<file path="config.mk">
export PLATFORM = sky130hd
export DESIGN_NAME = cff_flag_bank
export DESIGN_NICKNAME = d
export VERILOG_FILES = /design/src/rtl/cff_pkg.sv /design/src/rtl/cff_flag_bank.sv /design/src/rtl/cff_event_cell.sv
export SDC_FILE = /design/constraint.sdc
export NUM_CORES = 1
export LEC_CHECK = 0
export ABC_AREA = 1
export BUFFER_PORTS_ARGS = -buffer_cell sky130_fd_sc_hd__buf_2
export CAP_MARGIN = 10
export CORE_MARGIN = 4
export CORE_UTILIZATION = 39
export CTS_CLUSTER_SIZE = 14
export DETAILED_ROUTE_END_ITERATION = 16
export PLACE_DENSITY = 0.67
export SKIP_CTS_REPAIR_TIMING = 1
export SLEW_MARGIN = 0
export SYNTH_ARGS = -nofsm -noshare
export SYNTH_HDL_FRONTEND = slang
export SYNTH_SLANG_ARGS = --single-unit
</file>
<file path="constraint.sdc">
create_clock -name CLK -period 1.3 [get_ports CLK]
set_input_delay 0.065 -clock CLK [delete_from_list [all_inputs] [get_ports CLK]]
set_output_delay 0.065 -clock CLK [all_outputs]
set_load 0.02 [all_outputs]
</file>
<file path="src/rtl/cff_pkg.sv">
// Package with register map, field positions and signal bundles of the charger fault and event flag bank.
package cff_pkg;

    // ****************************************************************
    // Register map
    // ****************************************************************
    localparam int          CFF_ADDR_W            = 8;
    localparam int          CFF_DATA_W            = 8;
    localparam logic [7:0]  CFF_ADDR_FAULT_STATUS = 8'h24;
    localparam logic [7:0]  CFF_ADDR_EVENT_A      = 8'h25;
    localparam logic [7:0]  CFF_ADDR_EVENT_B      = 8'h26;
    localparam logic [7:0]  CFF_ADDR_FAULT_FLAGS  = 8'h27;
    localparam logic [7:0]  CFF_RESET_VALUE       = 8'h00;

    // ****************************************************************
    // Field positions of the fault status and fault flag registers
    // ****************************************************************
    localparam int CFF_FS_INPUT_UV     = 7;
    localparam int CFF_FS_INPUT_OV     = 6;
    localparam int CFF_FS_BATTERY_OC   = 5;
    localparam int CFF_FS_BATTERY_OV   = 4;
    localparam int CFF_FS_THERMAL_SHDN = 3;
    localparam int CFF_FS_SAFETY_TIMER = 2;
    localparam int CFF_FS_GATE_SUPPLY  = 1;
    localparam int CFF_FS_LOW          = 1;
    localparam int CFF_FS_HIGH         = 7;

    // ****************************************************************
    // Field positions of event flag register A
    // ****************************************************************
    localparam int CFF_EA_CONV_DONE    = 7;
    localparam int CFF_EA_INPUT_CURR   = 6;
    localparam int CFF_EA_INPUT_VOLT   = 5;
    localparam int CFF_EA_WATCHDOG     = 3;
    localparam int CFF_EA_CV_TIMER     = 1;
    localparam int CFF_EA_CHARGE_STATE = 0;

    // ****************************************************************
    // Field positions of event flag register B
    // ****************************************************************
    localparam int CFF_EB_POWER_GOOD   = 7;
    localparam int CFF_EB_THERMISTOR   = 4;
    localparam int CFF_EB_REVERSE      = 3;
    localparam int CFF_EB_SYNC_CLOCK   = 1;
    localparam int CFF_EB_POWER_TRACK  = 0;

    // ****************************************************************
    // Live status bundle from the charger core
    // ****************************************************************
    typedef struct packed {
        logic       input_undervoltage_status;
        logic       input_overvoltage_status;
        logic       battery_overcurrent_status;
        logic       battery_overvoltage_status;
        logic       thermal_shutdown_status;
        logic       safety_timer_expired_status;
        logic       gate_drive_supply_fault_status;
        logic       input_current_regulation;
        logic       input_voltage_regulation;
        logic       watchdog_expiry_status;
        logic       cv_timer_expired;
        logic [2:0] charge_state;
        logic       input_power_good;
        logic [2:0] thermistor_state;
        logic       reverse_mode;
        logic [1:0] switching_sync_clock_pin;
        logic [1:0] power_tracking_state;
    } cff_status_t;

    // ****************************************************************
    // Register read request and interrupt masks
    // ****************************************************************
    typedef struct packed {
        logic       strobe;
        logic [7:0] addr;
    } cff_read_req_t;

    typedef struct packed {
        logic [7:0] event_a;
        logic [7:0] event_b;
        logic [7:0] fault;
    } cff_masks_t;

endpackage

</file>
<file path="src/rtl/cff_flag_bank.sv">
// Fault status register and clear-on-read event flag registers of the charge controller.
//
// Contract
// - Bit 7 shows input under-voltage protection.
// - Bit 6 shows input over-voltage protection.
// - Bit 5 shows battery over-current detected.
// - Bit 4 shows battery over-voltage protection.
// - Bit 3 shows thermal shutdown protection.
// - Bit 2 shows charge safety timer expired.
// - Bit 1 shows gate-drive supply out of range.
// - Battery-only, converter off: supply bit reads one.
// - Fault status at 0x24 resets to zero.
// - One-shot conversion done sets sticky flag A7.
// - Conversion flag reads zero in continuous mode.
// - Entering input current regulation sets A6.
// - Entering input voltage regulation sets A5.
// - Watchdog expiry rising edge sets A3.
// - Constant-voltage timer rising edge sets A1.
// - Any charge-state change sets A0.
// - Power-good toggle sets B7.
// - Any thermistor state change sets B4.
// - Reverse-mode toggle sets B3.
// - Sync-clock status change sets B1.
// - Any power-tracking state change sets B0.
// - Unmasked flag events pulse the interrupt.
`timescale 1ns/10ps

module cff_flag_bank (
    input  wire logic                 CLK,               // System clock, 100 MHz.
    input  wire logic                 RST_B,             // Synchronous reset, active low.
    input  wire cff_pkg::cff_status_t STATUS,            // Live protection and charger status.
    input  wire logic                 ADC_ONE_SHOT,      // Converter in one-shot mode when high.
    input  wire logic                 ADC_ENABLED,       // Converter enabled when high.
    input  wire logic                 ADC_DONE,          // One-cycle conversion-complete pulse.
    input  wire logic                 BATTERY_ONLY,      // Device running from the battery only.
    input  wire cff_pkg::cff_read_req_t RD_REQ,          // Register read strobe and address.
    input  wire cff_pkg::cff_masks_t  MASKS,             // Interrupt masks, one suppresses.
    output logic [7:0]                RD_DATA,           // Read data, valid with RD_VALID.
    output logic                      RD_VALID,          // One-cycle read answer strobe.
    output logic                      INT_PULSE          // One-cycle interrupt pulse.
);

    // ****************************************************************
    // Address decode
    // ****************************************************************
    function automatic logic addr_hit(input cff_pkg::cff_read_req_t req, input logic [7:0] offset);
        addr_hit = req.strobe & (req.addr == offset);
    endfunction

    logic rd_fault_status;
    logic rd_event_a;
    logic rd_event_b;
    logic rd_fault_flags;

    assign rd_fault_status = addr_hit(RD_REQ, cff_pkg::CFF_ADDR_FAULT_STATUS);
    assign rd_event_a      = addr_hit(RD_REQ, cff_pkg::CFF_ADDR_EVENT_A);
    assign rd_event_b      = addr_hit(RD_REQ, cff_pkg::CFF_ADDR_EVENT_B);
    assign rd_fault_flags  = addr_hit(RD_REQ, cff_pkg::CFF_ADDR_FAULT_FLAGS);

    // ****************************************************************
    // Fault status register
    // ****************************************************************
    logic [7:0] fault_live;
    logic [7:0] protection_fault_status_reg;

    always_comb begin
        fault_live                              = cff_pkg::CFF_RESET_VALUE;
        fault_live[cff_pkg::CFF_FS_INPUT_UV]     = STATUS.input_undervoltage_status;
        fault_live[cff_pkg::CFF_FS_INPUT_OV]     = STATUS.input_overvoltage_status;
        fault_live[cff_pkg::CFF_FS_BATTERY_OC]   = STATUS.battery_overcurrent_status;
        fault_live[cff_pkg::CFF_FS_BATTERY_OV]   = STATUS.battery_overvoltage_status;
        fault_live[cff_pkg::CFF_FS_THERMAL_SHDN] = STATUS.thermal_shutdown_status;
        fault_live[cff_pkg::CFF_FS_SAFETY_TIMER] = STATUS.safety_timer_expired_status;
        fault_live[cff_pkg::CFF_FS_GATE_SUPPLY]  = STATUS.gate_drive_supply_fault_status
                                                 | (BATTERY_ONLY & ~ADC_ENABLED);
    end

    // The status register trails the live conditions by one cycle; the
    // reserved low bit stays zero.
    always_ff @(posedge CLK) begin
        if (!RST_B) begin
            protection_fault_status_reg <= cff_pkg::CFF_RESET_VALUE;
        end else begin
            protection_fault_status_reg <= fault_live;
        end
    end

    // ****************************************************************
    // Event flag register A
    // ****************************************************************
    logic [7:0] flags_a;
    logic [7:0] events_a;
    logic       conv_done_flag;

    assign flags_a[4] = 1'b0;
    assign flags_a[2] = 1'b0;
    assign events_a[4] = 1'b0;
    assign events_a[2] = 1'b0;

    cff_event_cell #(.W(1), .RISE_ONLY(1'b1)) u_conv_done (
        .clk         (CLK),
        .rst_b       (RST_B),
        .level       (ADC_DONE),
        .qualify     (ADC_ONE_SHOT),
        .clear       (rd_event_a),
        .flag        (conv_done_flag),
        .event_pulse (events_a[cff_pkg::CFF_EA_CONV_DONE])
    );

    // A flag caught in one-shot mode is hidden once continuous mode runs.
    assign flags_a[cff_pkg::CFF_EA_CONV_DONE] = conv_done_flag & ADC_ONE_SHOT;

    cff_event_cell #(.W(1), .RISE_ONLY(1'b1)) u_input_curr (
        .clk         (CLK),
        .rst_b       (RST_B),
        .level       (STATUS.input_current_regulation),
        .qualify     (1'b1),
        .clear       (rd_event_a),
        .flag        (flags_a[cff_pkg::CFF_EA_INPUT_CURR]),
        .event_pulse (events_a[cff_pkg::CFF_EA_INPUT_CURR])
    );

    cff_event_cell #(.W(1), .RISE_ONLY(1'b1)) u_input_volt (
        .clk         (CLK),
        .rst_b       (RST_B),
        .level       (STATUS.input_voltage_regulation),
        .qualify     (1'b1),
        .clear       (rd_event_a),
        .flag        (flags_a[cff_pkg::CFF_EA_INPUT_VOLT]),
        .event_pulse (events_a[cff_pkg::CFF_EA_INPUT_VOLT])
    );

    cff_event_cell #(.W(1), .RISE_ONLY(1'b1)) u_watchdog (
        .clk         (CLK),
        .rst_b       (RST_B),
        .level       (STATUS.watchdog_expiry_status),
        .qualify     (1'b1),
        .clear       (rd_event_a),
        .flag        (flags_a[cff_pkg::CFF_EA_WATCHDOG]),
        .event_pulse (events_a[cff_pkg::CFF_EA_WATCHDOG])
    );

    cff_event_cell #(.W(1), .RISE_ONLY(1'b1)) u_cv_timer (
        .clk         (CLK),
        .rst_b       (RST_B),
        .level       (STATUS.cv_timer_expired),
        .qualify     (1'b1),
        .clear       (rd_event_a),
        .flag        (flags_a[cff_pkg::CFF_EA_CV_TIMER]),
        .event_pulse (events_a[cff_pkg::CFF_EA_CV_TIMER])
    );

    cff_event_cell #(.W(3), .RISE_ONLY(1'b0)) u_charge_state (
        .clk         (CLK),
        .rst_b       (RST_B),
        .level       (STATUS.charge_state),
        .qualify     (1'b1),
        .clear       (rd_event_a),
        .flag        (flags_a[cff_pkg::CFF_EA_CHARGE_STATE]),
        .event_pulse (events_a[cff_pkg::CFF_EA_CHARGE_STATE])
    );

    // ****************************************************************
    // Event flag register B
    // ****************************************************************
    logic [7:0] flags_b;
    logic [7:0] events_b;

    assign flags_b[6]  = 1'b0;
    assign flags_b[5]  = 1'b0;
    assign flags_b[2]  = 1'b0;
    assign events_b[6] = 1'b0;
    assign events_b[5] = 1'b0;
    assign events_b[2] = 1'b0;

    cff_event_cell #(.W(1), .RISE_ONLY(1'b0)) u_power_good (
        .clk         (CLK),
        .rst_b       (RST_B),
        .level       (STATUS.input_power_good),
        .qualify     (1'b1),
        .clear       (rd_event_b),
        .flag        (flags_b[cff_pkg::CFF_EB_POWER_GOOD]),
        .event_pulse (events_b[cff_pkg::CFF_EB_POWER_GOOD])
    );

    cff_event_cell #(.W(3), .RISE_ONLY(1'b0)) u_thermistor (
        .clk         (CLK),
        .rst_b       (RST_B),
        .level       (STATUS.thermistor_state),
        .qualify     (1'b1),
        .clear       (rd_event_b),
        .flag        (flags_b[cff_pkg::CFF_EB_THERMISTOR]),
        .event_pulse (events_b[cff_pkg::CFF_EB_THERMISTOR])
    );

    cff_event_cell #(.W(1), .RISE_ONLY(1'b0)) u_reverse (
        .clk         (CLK),
        .rst_b       (RST_B),
        .level       (STATUS.reverse_mode),
        .qualify     (1'b1),
        .clear       (rd_event_b),
        .flag        (flags_b[cff_pkg::CFF_EB_REVERSE]),
        .event_pulse (events_b[cff_pkg::CFF_EB_REVERSE])
    );

    cff_event_cell #(.W(2), .RISE_ONLY(1'b0)) u_sync_clock (
        .clk         (CLK),
        .rst_b       (RST_B),
        .level       (STATUS.switching_sync_clock_pin),
        .qualify     (1'b1),
        .clear       (rd_event_b),
        .flag        (flags_b[cff_pkg::CFF_EB_SYNC_CLOCK]),
        .event_pulse (events_b[cff_pkg::CFF_EB_SYNC_CLOCK])
    );

    cff_event_cell #(.W(2), .RISE_ONLY(1'b0)) u_power_track (
        .clk         (CLK),
        .rst_b       (RST_B),
        .level       (STATUS.power_tracking_state),
        .qualify     (1'b1),
        .clear       (rd_event_b),
        .flag        (flags_b[cff_pkg::CFF_EB_POWER_TRACK]),
        .event_pulse (events_b[cff_pkg::CFF_EB_POWER_TRACK])
    );

    // ****************************************************************
    // Fault flag register, one rising-edge flag per fault status bit
    // ****************************************************************
    logic [7:0] flags_f;
    logic [7:0] events_f;

    assign flags_f[0]  = 1'b0;
    assign events_f[0] = 1'b0;

    generate
        for (genvar i = cff_pkg::CFF_FS_LOW; i <= cff_pkg::CFF_FS_HIGH; i++) begin : g_fault
            cff_event_cell #(.W(1), .RISE_ONLY(1'b1)) u_fault (
                .clk         (CLK),
                .rst_b       (RST_B),
                .level       (fault_live[i]),
                .qualify     (1'b1),
                .clear       (rd_fault_flags),
                .flag        (flags_f[i]),
                .event_pulse (events_f[i])
            );
        end
    endgenerate

    // ****************************************************************
    // Read port
    // ****************************************************************
    logic [7:0] rd_data_next;

    // Unmapped addresses answer with zero.
    always_comb begin
        rd_data_next = cff_pkg::CFF_RESET_VALUE;
        if (rd_fault_status) begin
            rd_data_next = protection_fault_status_reg;
        end else if (rd_event_a) begin
            rd_data_next = flags_a;
        end else if (rd_event_b) begin
            rd_data_next = flags_b;
        end else if (rd_fault_flags) begin
            rd_data_next = flags_f;
        end
    end

    always_ff @(posedge CLK) begin
        if (!RST_B) begin
            RD_DATA  <= cff_pkg::CFF_RESET_VALUE;
            RD_VALID <= 1'b0;
        end else begin
            RD_DATA  <= RD_REQ.strobe ? rd_data_next : cff_pkg::CFF_RESET_VALUE;
            RD_VALID <= RD_REQ.strobe;
        end
    end

    // ****************************************************************
    // Interrupt pulse
    // ****************************************************************
    logic int_next;

    assign int_next = |(events_a & ~MASKS.event_a)
                    | |(events_b & ~MASKS.event_b)
                    | |(events_f & ~MASKS.fault);

    always_ff @(posedge CLK) begin
        if (!RST_B) begin
            INT_PULSE <= 1'b0;
        end else begin
            INT_PULSE <= int_next;
        end
    end

endmodule

</file>
<file path="src/rtl/cff_event_cell.sv">
// Sticky clear-on-read event flag that sets on a change or a rising edge of a status field.
`timescale 1ns/10ps

module cff_event_cell #(
    parameter int W         = 1,
    parameter bit RISE_ONLY = 1'b0
) (
    input  wire logic         clk,         // System clock.
    input  wire logic         rst_b,       // Synchronous reset, active low.
    input  wire logic [W-1:0] level,       // Status field watched for changes.
    input  wire logic         qualify,     // Events count only while high.
    input  wire logic         clear,       // Register read that clears the flag.
    output logic              flag,        // Sticky flag.
    output logic              event_pulse  // One cycle on each detected event.
);

    logic         armed_reg;
    logic [W-1:0] prev_reg;
    logic         flag_reg;
    logic         change;

    // The first sample after reset only arms the detector, so a field that
    // is already non-zero at reset release does not count as a change.
    always_comb begin
        if (RISE_ONLY) begin
            change = level[0] & ~prev_reg[0];
        end else begin
            change = (level != prev_reg);
        end
    end

    assign event_pulse = armed_reg & qualify & change;
    assign flag        = flag_reg;

    always_ff @(posedge clk) begin
        if (!rst_b) begin
            armed_reg <= 1'b0;
            prev_reg  <= '0;
        end else begin
            armed_reg <= 1'b1;
            prev_reg  <= level;
        end
    end

    // A new event in the clearing cycle keeps the flag set.
    always_ff @(posedge clk) begin
        if (!rst_b) begin
            flag_reg <= 1'b0;
        end else begin
            flag_reg <= (flag_reg & ~clear) | event_pulse;
        end
    end

endmodule

</file>
# Word-level counts from Yosys, hierarchy flattened
# Cells that the tools add are included.
[op_classes]
n_eq_ne = 10
muxes = 5
bitwise_logic = 98
n_reduce_logical = 4
[ops]
columns = ["cell", "n"]
rows = [
  ["1-bit AND", 55],
  ["8-bit by 6-bit == test with 1-bit output, second input constant", 4],
  ["8-bit two-way mux", 4],
  ["8-bit AND", 3],
  ["8-bit inverter", 3],
  ["8-bit OR reduction", 3],
  ["1-bit OR", 21],
  ["1-bit inverter", 16],
  ["3-bit != test", 2],
  ["2-bit != test", 2],
  ["1-bit != test", 2],
  ["2-bit AND reduction", 1],
  ["1-bit two-way mux", 1],
]
[totals]
register_bits = 61
in_bits = 62
output_inout_bits = 10
word_cells = 159

# Longest topological paths before layout
# Gate-level depths: netlist of the first run.
[logic_depth]
word_depth = 8
mapped_depth = 11
depth_no_buf = 10

# Hierarchy
# Synthesis of the first run repeated with hierarchy kept, for this count alone.
[unflattened]
cells_unflattened = 502
hier_area_um2 = 3424.5
[by_module_without_submodules]
columns = ["module", "n_inst", "cells_each", "area_per_inst_um2", "seq_area_each_um2"]
rows = [
  ["cff_event_cell (g_fault[1].u_fault ...)", 12, 15, 110.1, 60.1],
  ["cff_flag_bank", 1, 164, 1049.8, 340.3],
  ["cff_event_cell (u_charge_state ...)", 2, 35, 226.5, 100.1],
  ["cff_event_cell (u_power_track ...)", 2, 27, 173.9, 80.1],
  ["cff_event_cell (u_power_good ...)", 2, 17, 126.4, 60.1],
]

# Worst setup path before layout of the first run
# Ideal clock, no wire load.
[synth_path]
path_type = "register -> register"
from = "register g_fault[3].u_fault.armed_reg"
to = "register INT_PULSE"
setup_ns = 0.110
arrival_ns = 1.021
required_time_ns = 1.190
path_slack_ns = 0.169
stages_incl_launch_ff = 11
path_buffers = 2
synth_period_minus_slack_ns = 1.131
path_cell_list = "dfxtp_1 > buf_4 > buf_6 > nand4_1 > nand2_1 > nor2_1 > nand2_1 > nor2_1 > nand3_1 > nand2_1 > inv_1"
[synth_via]
elab_chain_len = 6
word_cells_on_any_way = 27
classes_between = "bitwise: 24; reduce/logical: 3"
[synth_rtl]
columns = ["item", "line", "rtl"]
rows = [
  ["from (decl)", "cff_event_cell.sv:17", "logic armed_reg;"],
  ["from (signal assigned)", "cff_event_cell.sv:37", "armed_reg <= 1'b0;"],
  ["from (signal assigned)", "cff_event_cell.sv:40", "armed_reg <= 1'b1;"],
  ["1-bit AND (2 in series)", "n/a", ""],
  ["8-bit AND", "n/a", ""],
  ["8-bit OR reduction", "n/a", ""],
  ["1-bit OR", "n/a", ""],
  ["1-bit OR *", "cff_flag_bank.sv:285", "| |(events_f & ~MASKS.fault);"],
  ["to (signal assigned)", "cff_flag_bank.sv:291", "INT_PULSE <= int_next;"],
  ["to (decl)", "cff_flag_bank.sv:40", "output logic INT_PULSE"],
]
# Mark *: on every way between the ends. The rest lies on a longest branch, timed or not.
# A chain may end at the register's enable or synchronous reset.

# Worst setup path after layout of the first run
# Ends and elaborated chain as after synthesis.

==> results.sh, run 1 <==
export IMPL_status="complete, but fails checks"
export IMPL_violations="hold timing"
export IMPL_period_needed_ps=1250
export IMPL_yosys_warnings=0
export IMPL_worst_ep_required_time_ps=1510
export IMPL_area_delta_synth_final_pct=31.8
export IMPL_synth_xor_xnor_area_share=0.0221
export IMPL_cap_violations=0
export IMPL_reg2reg_slack_ps=50
export IMPL_rsz0062_at_grt="yes"
export IMPL_finalCoreUtilization=0.529
export IMPL_num_vias=2290
export IMPL_worst_hold_path_num_cells=3
export IMPL_drc_errors=0
export IMPL_ir_drop_uv=515
export IMPL_hold_path_class="in -> reg"
export IMPL_htreeDepth=2
export IMPL_die_area_mm2=0.00740
export IMPL_core_mm2=0.00592
export IMPL_synth_cells=344
export IMPL_ys_seq_elements=53
export IMPL_grt_pass1_vias=2080
export IMPL_grt_overflow=0
export IMPL_antenna_found_initial=0
export IMPL_synthAdderAreaFrac=0
export IMPL_clock_sinks=53
export IMPL_synth_edf_count=0
export IMPL_die_h_um=86.0
export IMPL_netlist_area_mm2=0.00237
export IMPL_ios=72
export IMPL_clk_latency_ps=300
export IMPL_grt_max_degree=29
export IMPL_clock_skew_ps=5.28
export IMPL_ys_seq_area_frac=0.447
export IMPL_crit_type="reg -> reg"
export IMPL_min_period_over_period=0.965
export IMPL_drive_gt1_frac=0.243
export IMPL_ys_flop_type="dfxtp_1"
export IMPL_vias_per_cell=4.47
export IMPL_powerDensity_mw_per_mm2=1030
export IMPL_clk_pin_slew_ps=90
export IMPL_grt_use_total=0.150
export IMPL_synth_compound_area_frac=0.0580
export IMPL_synth_area_per_cell_um2=6.90
export IMPL_cts_tree="yes"
export IMPL_rows=28
export IMPL_die_x_um=86.0
export IMPL_maxSlewViolCount=0
export IMPL_synth_net_count=406
export IMPL_synth_top_family_by_area="simple AND/OR/NAND/NOR gates"
export IMPL_drtAntennaViolNets=0
export IMPL_power_mw=3.21
export IMPL_worst_slew_pin_slew_ps=329
export IMPL_dr_pass1_iters=4
export IMPL_ff2ff_path_depth=11
export IMPL_numPortBuffers=65
export IMPL_max_freq_ghz=0.797
export IMPL_endpoint_kind="register"
export IMPL_slew_headroom=0.781
export IMPL_synth_cell_type_count=25
export IMPL_yosys_area_share_simple=0.325
export IMPL_final_nets=498
export IMPL_async_flop_share=0
export IMPL_total_leakage_power_nw=1.79
export IMPL_setup_viol=0
export IMPL_finalWirelength_mm=5.59
export IMPL_hpwl_mm=4.21
export IMPL_cts_buffer_depth=2
export IMPL_start_kind="register"
export IMPL_cts_root_buf="clkbuf_8"
export IMPL_synthMuxAreaShare=0
export IMPL_hold_ws_ps=-29.8
export IMPL_cp_max_fo=6
export IMPL_hold_violations=4
export IMPL_critPathArrivalTime_ps=1460
export IMPL_grt_pass1_wl_mm=8.94
export IMPL_wl_per_cell_um=10.9
export IMPL_fin_tns_setup_ps=0
export IMPL_routabilityCongestion=0.866
export IMPL_start_util=0.401
export IMPL_diodes=0
export IMPL_first_iter_violations=102
export IMPL_largest_register_ffs=8
export IMPL_cts_buffers=5
[Yosys cell counts (3+ instances only)]
library cell	number	area (um^2)
a21oi_1	20	100
buf_2	4	20.0
buf_6	3	33.8
dfxtp_1	53	1060
inv_1	73	274
nand2_1	97	364
nand3_1	25	125
nand3_2	3	30.0
nand4_1	11	68.8
nor2_1	27	101
o21ai_0	4	20.0
xnor2_1	6	52.6
[power by group]
part | internal (mW) | switching [mW] | leakage, nW
clock network | 0.482 | 0.523 | 0.0542
registers | 1.71 | 0.0417 | 0.439
logic | 0.226 | 0.233 | 1.29
total | 2.42 | 0.798 | 1.79
[layout make-up]
| cell class | instances | area (um^2) |
|---|---|---|
| flip-flops and latches | 53 | 1060 |
| inverters | 75 | 282 |
| well taps | 75 | 93.8 |
| clock inverters | 1 | 5.00 |
| multi-input cells | 206 | 985 |
| repair buffers | 95 | 603 |
| clock buffers | 7 | 96.3 |
| fillers | 596 | 2790 |
[cell usage in the layout, fill, tap and decap left out]
cell type      count
nand3_2            3
o21ai_1            2
nand4_1           11
clkinv_2           1
nor2_4             1
or2_2              2
nor3_4             1
nand3b_1           1
nor3_1             1
o21ai_0            4
nand2_1           94
buf_4              8
buf_6              2
nor2_2             5
a21o_1             1
nand2_2            4
dlygate4sd3_1     19
buf_2             66
nand2_4            2
xnor2_1            6
a21oi_1           20
dfxtp_1           52
dfxtp_4            1
nand3_1           25
inv_1             72
inv_2              3
clkbuf_8           7
nor2_1            23
[kinds of logic after synthesis]
logic type | count (synthesis)
flops | 53
simple gates | 173
xor+xnor | 6
buf+inv | 85
compound gates | 27
[critical path: stages, from the launching register on]
cell     delay (ps)
dfxtp_4         370
buf_6           130
nand2_2          60
nor2_2           40
nand2_1          50
nand2_1          60
nor2_2           80
nand2_1          80
nor2_1          120
nand3_1          70
nand2_1          60
inv_1            40
[path summary, 6_finish.rpt]
kind                                        startpoint                               endpoint
max               g_fault[3].u_fault.armed_reg$_DFF_P_                   INT_PULSE$_SDFF_PN0_
min                                         STATUS[10]  u_charge_state.prev_reg[1]$_SDFF_PN0_
max reg2reg       g_fault[3].u_fault.armed_reg$_DFF_P_                   INT_PULSE$_SDFF_PN0_
min reg2reg  protection_fault_status_reg[2]$_SDFF_PN0_                  RD_DATA[2]$_SDFF_PN0_
[layer usage]
layer | global-route usage | up-vias | part of all wire
met2 | 0.241 | 70 | 0.48
li1 | - | 1221 | -
met1 | 0.197 | 993 | 0.44
met5 | 0 | - | 0
met3 | 0.0375 | 6 | 0.074
met4 | 0.0504 | 0 | 0.012
[per-stage QoR]
stage	cells	instance area, um^2	hold slack [ps]	setup slack, ps
after detailed placement	484	2800	263	-3.65
after global routing	512	3130	1.66	-75.0
after CTS	492	2900	-55.9	-5.40
final	512	3130	-29.8	45.9
after floorplan	344	2370	92.7	169
after global placement	484	2800	262	34.1
(Power assumes the default switching activity.)
==> inputs of run 2 (changes only) <==
PLACE_DENSITY = not set   (was 0.67)
PLACE_DENSITY_LB_ADDON = 0.2   (was not set)
==> results.sh, run 2 (synthesis results as in run 1) <==
export IMPL_hold_path_class="in -> reg"
export IMPL_clk_latency_ps=310
export IMPL_grt_use_total=0.149
export IMPL_diodes=0
export IMPL_worst_hold_path_num_cells=3
export IMPL_hold_violations=1
export IMPL_hpwl_mm=4.20
export IMPL_worst_slew_pin_slew_ps=317
export IMPL_ios=72
export IMPL_numPortBuffers=65
export IMPL_mostFrequentLayoutCell="nand2_1"
export IMPL_max_freq_ghz=0.781
export IMPL_cts_root_buf="clkbuf_8"
export IMPL_drtAntennaViolNets=0
export IMPL_post_place_ws_ps=-9.52
export IMPL_grt_pass1_wl_mm=8.69
export IMPL_slew_headroom=0.789
export IMPL_setup_viol=0
export IMPL_cts_tree="yes"
export IMPL_rows=28
export IMPL_core_mm2=0.00592
export IMPL_crit_type="reg -> reg"
export IMPL_grt_max_degree=29
export IMPL_vias_per_cell=4.42
export IMPL_drc_errors=0
export IMPL_clock_sinks=53
export IMPL_worst_ep_required_time_ps=1520
export IMPL_multi_input_area_um2=985
export IMPL_die_area_mm2=0.00740
export IMPL_antenna_found_initial=0
export IMPL_setup_slack_ps=19.6
export IMPL_start_util=0.401
export IMPL_cap_violations=0
export IMPL_hold_ws_ps=-32.1
export IMPL_violations="hold timing"
export IMPL_r2r_end="INT_PULSE$_SDFF_PN0_"
export IMPL_grt_overflow=0
export IMPL_maxSlewViolCount=0
export IMPL_cts_buffer_depth=2
export IMPL_final_nets=500
export IMPL_area_delta_synth_final_pct=32.2
export IMPL_endpoint_kind="register"
export IMPL_timing_rr_start="g_fault[3].u_fault.armed_reg$_DFF_P_"
export IMPL_die_x_um=86.0
export IMPL_status="complete, but fails checks"
export IMPL_clk_pin_slew_ps=100
export IMPL_hp_start="STATUS[22]"
export IMPL_hold_end="protection_fault_status_reg[7]$_SDFF_PN0_"
export IMPL_register_area_mm2=0.00106
export IMPL_period_needed_ps=1280
export IMPL_powerDensity_mw_per_mm2=1010
export IMPL_grt_pass1_vias=2054
export IMPL_critPathArrivalTime_ps=1500
export IMPL_ir_drop_uv=453
export IMPL_clock_skew_ps=10.4
export IMPL_rsz0062_at_grt="yes"
export IMPL_cp_max_fo=8
export IMPL_cts_buffers=5
export IMPL_total_leakage_power_nw=1.79
export IMPL_start_kind="register"
export IMPL_finalCoreUtilization=0.530
export IMPL_reg2reg_slack_ps=20
export IMPL_die_h_um=86.0
export IMPL_fillCellCount=604
export IMPL_routabilityCongestion=0.821
export IMPL_min_period_over_period=0.985
export IMPL_htreeDepth=2
export IMPL_startpoint="g_fault[3].u_fault.armed_reg$_DFF_P_"
export IMPL_final_cell_mix="95 x nand2_1, 72 x inv_1, 65 x buf_2"
export IMPL_num_vias=2271
export IMPL_finalWirelength_mm=5.48
export IMPL_first_iter_violations=106
export IMPL_ff2ff_path_depth=11
export IMPL_drive_gt1_frac=0.235
export IMPL_dr_pass1_iters=6
export IMPL_wl_per_cell_um=10.7
export IMPL_largest_register_ffs=8
-- run 2: metrics by stage --
step | total power [mW] | cell area [um^2] | TNS, ps | std cells
detailed placement | 2.19 | 2800 | -9.52 | 484
global route | 3.35 | 3140 | -99.0 | 514
floorplan | 2.02 | 2370 | 0 | 344
finish | 3.16 | 3140 | 0 | 514
global placement | 2.18 | 2800 | 0 | 484
CTS | 3.14 | 2890 | -35.4 | 492
-- run 2: cell type report --
class / count / area share
multi-input combinational: 206 / 0.314
tap: 75 / 0.0299
clock buffer: 5 / 0.0219
timing repair buffer: 97 / 0.199
sequential: 53 / 0.339
inverter: 75 / 0.0897
clock inverter: 3 / 0.00718
-- run 2: how the worst max path moves through the flow --
stage,end
finish,INT_PULSE$_SDFF_PN0_
global route,INT_PULSE$_SDFF_PN0_
CTS,INT_PULSE$_SDFF_PN0_
detailed placement,INT_PULSE$_SDFF_PN0_
global placement,INT_PULSE$_SDFF_PN0_
floorplan,INT_PULSE$_SDFF_PN0_
-- run 2: worst max-delay path: stages (launching register included) --
cell	delay, ps
dfxtp_2	350
buf_4	160
nand2_1	70
nor2_1	40
nand2_1	50
nand2_1	50
nor2_1	90
nand2_1	90
nor2_2	120
nand3_1	80
nand2_1	60
inv_1	30
-- run 2: report_power, final --
part	internal (mW)	switching [mW]	leakage (nW)
combinational	0.230	0.232	1.30
sequential	1.71	0.0406	0.439
clock	0.383	0.568	0.0481
total	2.32	0.840	1.79
-- run 2: per-layer routing --
layer / GRT usage / part of all wire / wire (um) / up-vias
met5: 0 / 0 / 0 / -
li1: - / - / - / 1220
met3: 0.0375 / 0.066 / 364 / 11
met4: 0.0489 / 0.015 / 80 / 0
met1: 0.184 / 0.45 / 2480 / 987
met2: 0.252 / 0.47 / 2550 / 53
==> inputs of run 3 (changes only) <==
CAP_MARGIN = not set   (was 10)
PLACE_DENSITY = 0.62   (was not set)
PLACE_DENSITY_LB_ADDON = not set   (was 0.2)
==> results.sh, run 3 (synthesis results as in run 1) <==
export IMPL_fin_cells=510
export IMPL_crit_type="reg -> reg"
export IMPL_fin_area_mm2=0.00314
export IMPL_endpoint_kind="register"
export IMPL_slowest_stage="dfxtp_4"
export IMPL_fillCellCount=598
export IMPL_setup_viol=0
export IMPL_register_area_mm2=0.00106
export IMPL_grt_overflow=0
export IMPL_min_period_over_period=0.976
export IMPL_hold_ws_ps=-24.6
export IMPL_grt_max_degree=29
export IMPL_fin_tns_setup_ps=0
export IMPL_powerDensity_mw_per_mm2=1000
export IMPL_met1Wirelength_mm=2.56
export IMPL_htreeDepth=2
export IMPL_rows=28
export IMPL_placed_area_mm2=0.00277
export IMPL_worst_ep_required_time_ps=1500
export IMPL_cap_violations=0
export IMPL_diodes=0
export IMPL_clock_skew_ps=5.13
export IMPL_finalWirelength_mm=5.75
export IMPL_multi_input_area_um2=977
export IMPL_maxSlewViolCount=0
export IMPL_slew_headroom=0.770
export IMPL_status="complete, but fails checks"
export IMPL_worst_hold_path_num_cells=3
export IMPL_grt_use_total=0.150
export IMPL_cts_root_buf="clkbuf_8"
export IMPL_ir_drop_uv=688
export IMPL_critPathArrivalTime_ps=1470
export IMPL_hold_path_class="in -> reg"
export IMPL_power_mw=3.15
export IMPL_grt_pass1_vias=2017
export IMPL_cp_max_fo=4
export IMPL_hpwl_mm=4.23
export IMPL_start_kind="register"
export IMPL_cp_common_cell="nand2_1"
export IMPL_ff2ff_path_depth=10
export IMPL_period_needed_ps=1270
export IMPL_mostFrequentLayoutCell="nand2_1"
export IMPL_core_mm2=0.00592
export IMPL_cts_buffer_depth=2
export IMPL_cpPeakStageDelay_ps=370
export IMPL_hp_start="STATUS[20]"
export IMPL_startpoint="g_fault[3].u_fault.armed_reg$_DFF_P_"
export IMPL_cts_tree="yes"
export IMPL_drtAntennaViolNets=0
export IMPL_dr_wl_met2_mm=2.77
export IMPL_drc_errors=0
export IMPL_antenna_found_initial=0
export IMPL_die_x_um=86.0
export IMPL_final_nets=497
export IMPL_numPortBuffers=65
export IMPL_num_vias=2289
export IMPL_ios=72
export IMPL_violations="hold timing"
export IMPL_clk_pin_slew_ps=90
export IMPL_place_inst=479
export IMPL_largest_register_ffs=8
export IMPL_start_util=0.401
export IMPL_wl_met3_um=395
export IMPL_crit_chain="inv_1 -> nor2_1 -> nand3_1 -> nand2_1 -> nor2_2 -> nand2_1 -> nor2_1 -> nand3_1 -> nand2_1 -> inv_1"
export IMPL_wl_per_cell_um=11.3
export IMPL_die_area_mm2=0.00740
export IMPL_worst_slew_pin_slew_ps=344
export IMPL_drive_gt1_frac=0.230
export IMPL_clock_sinks=53
export IMPL_area_delta_synth_final_pct=32.2
export IMPL_cts_buffers=5
export IMPL_dr_pass1_iters=4
export IMPL_max_freq_ghz=0.788
export IMPL_finalCoreUtilization=0.530
export IMPL_reg2reg_slack_ps=30
export IMPL_top_layer="met4"
export IMPL_hold_violations=2
export IMPL_routabilityCongestion=0.880
export IMPL_clk_latency_ps=290
export IMPL_first_iter_violations=111
export IMPL_r2r_end="INT_PULSE$_SDFF_PN0_"
export IMPL_total_leakage_power_nw=1.78
export IMPL_final_cell_mix="94 x nand2_1, 73 x inv_1, 65 x buf_2"
export IMPL_hold_end="protection_fault_status_reg[5]$_SDFF_PN0_"
export IMPL_rsz0062_at_grt="yes"
export IMPL_die_h_um=86.0
export IMPL_grt_pass1_wl_mm=8.92
export IMPL_vias_per_cell=4.49
export IMPL_timing_rr_start="g_fault[3].u_fault.armed_reg$_DFF_P_"
## run 3: changes by cell type in the layout (fill, tap and decap cells not counted), sizes merged
cell and change:
buf -3, clkbuf +2, clkinv -3, clkinvlp +1, dlygate4sd3 -1
## run 3: how the worst max path moves through the flow
stage	end	slack, ps	cells after the start
after CTS	INT_PULSE$_SDFF_PN0_	-30	11
after detailed placement	INT_PULSE$_SDFF_PN0_	-20	11
after global routing	INT_PULSE$_SDFF_PN0_	-100	11
after floorplan	INT_PULSE$_SDFF_PN0_	170	10
final	INT_PULSE$_SDFF_PN0_	30	10
after global placement	INT_PULSE$_SDFF_PN0_	20	11
## run 3: metrics by stage
stage / worst slack (ps) / hold slack [ps]
2_1_floorplan: 169 / 92.7
3_3_place_gp: 23.3 / 265
3_5_place_dp: -19.2 / 267
4_1_cts: -33.9 / -51.4
5_1_grt: -102 / 1.47
6_report: 31.6 / -24.6
## run 3: per-layer routing
layer / vias to the layer above / GRT usage
met5: - / 0
met1: 1017 / 0.197
met3: 2 / 0.0394
li1: 1213 / -
met2: 57 / 0.249
met4: 0 / 0.0331
## run 3: layout make-up
cell class / instances / area share
inverter: 75 / 0.0897
sequential: 53 / 0.339
multi-input combinational: 206 / 0.312
timing repair buffer: 94 / 0.201
clock inverter: 1 / 0.00239
tap: 75 / 0.0299
clock buffer: 6 / 0.0263
## run 3: power breakdown
group	internal, mW	total [mW]	leakage, nW	switching (mW)
Sequential	1.71	1.75	0.439	0.0437
Clock	0.422	0.935	0.0433	0.513
Combinational	0.232	0.465	1.29	0.234
Total	2.36	3.15	1.78	0.790
## run 3: critical path: cells and delay by family (launching register included)
kind	cells	cell delay, ps
and+or+nand+nor	8	660
buffers and inverters	2	150
DFF	1	370
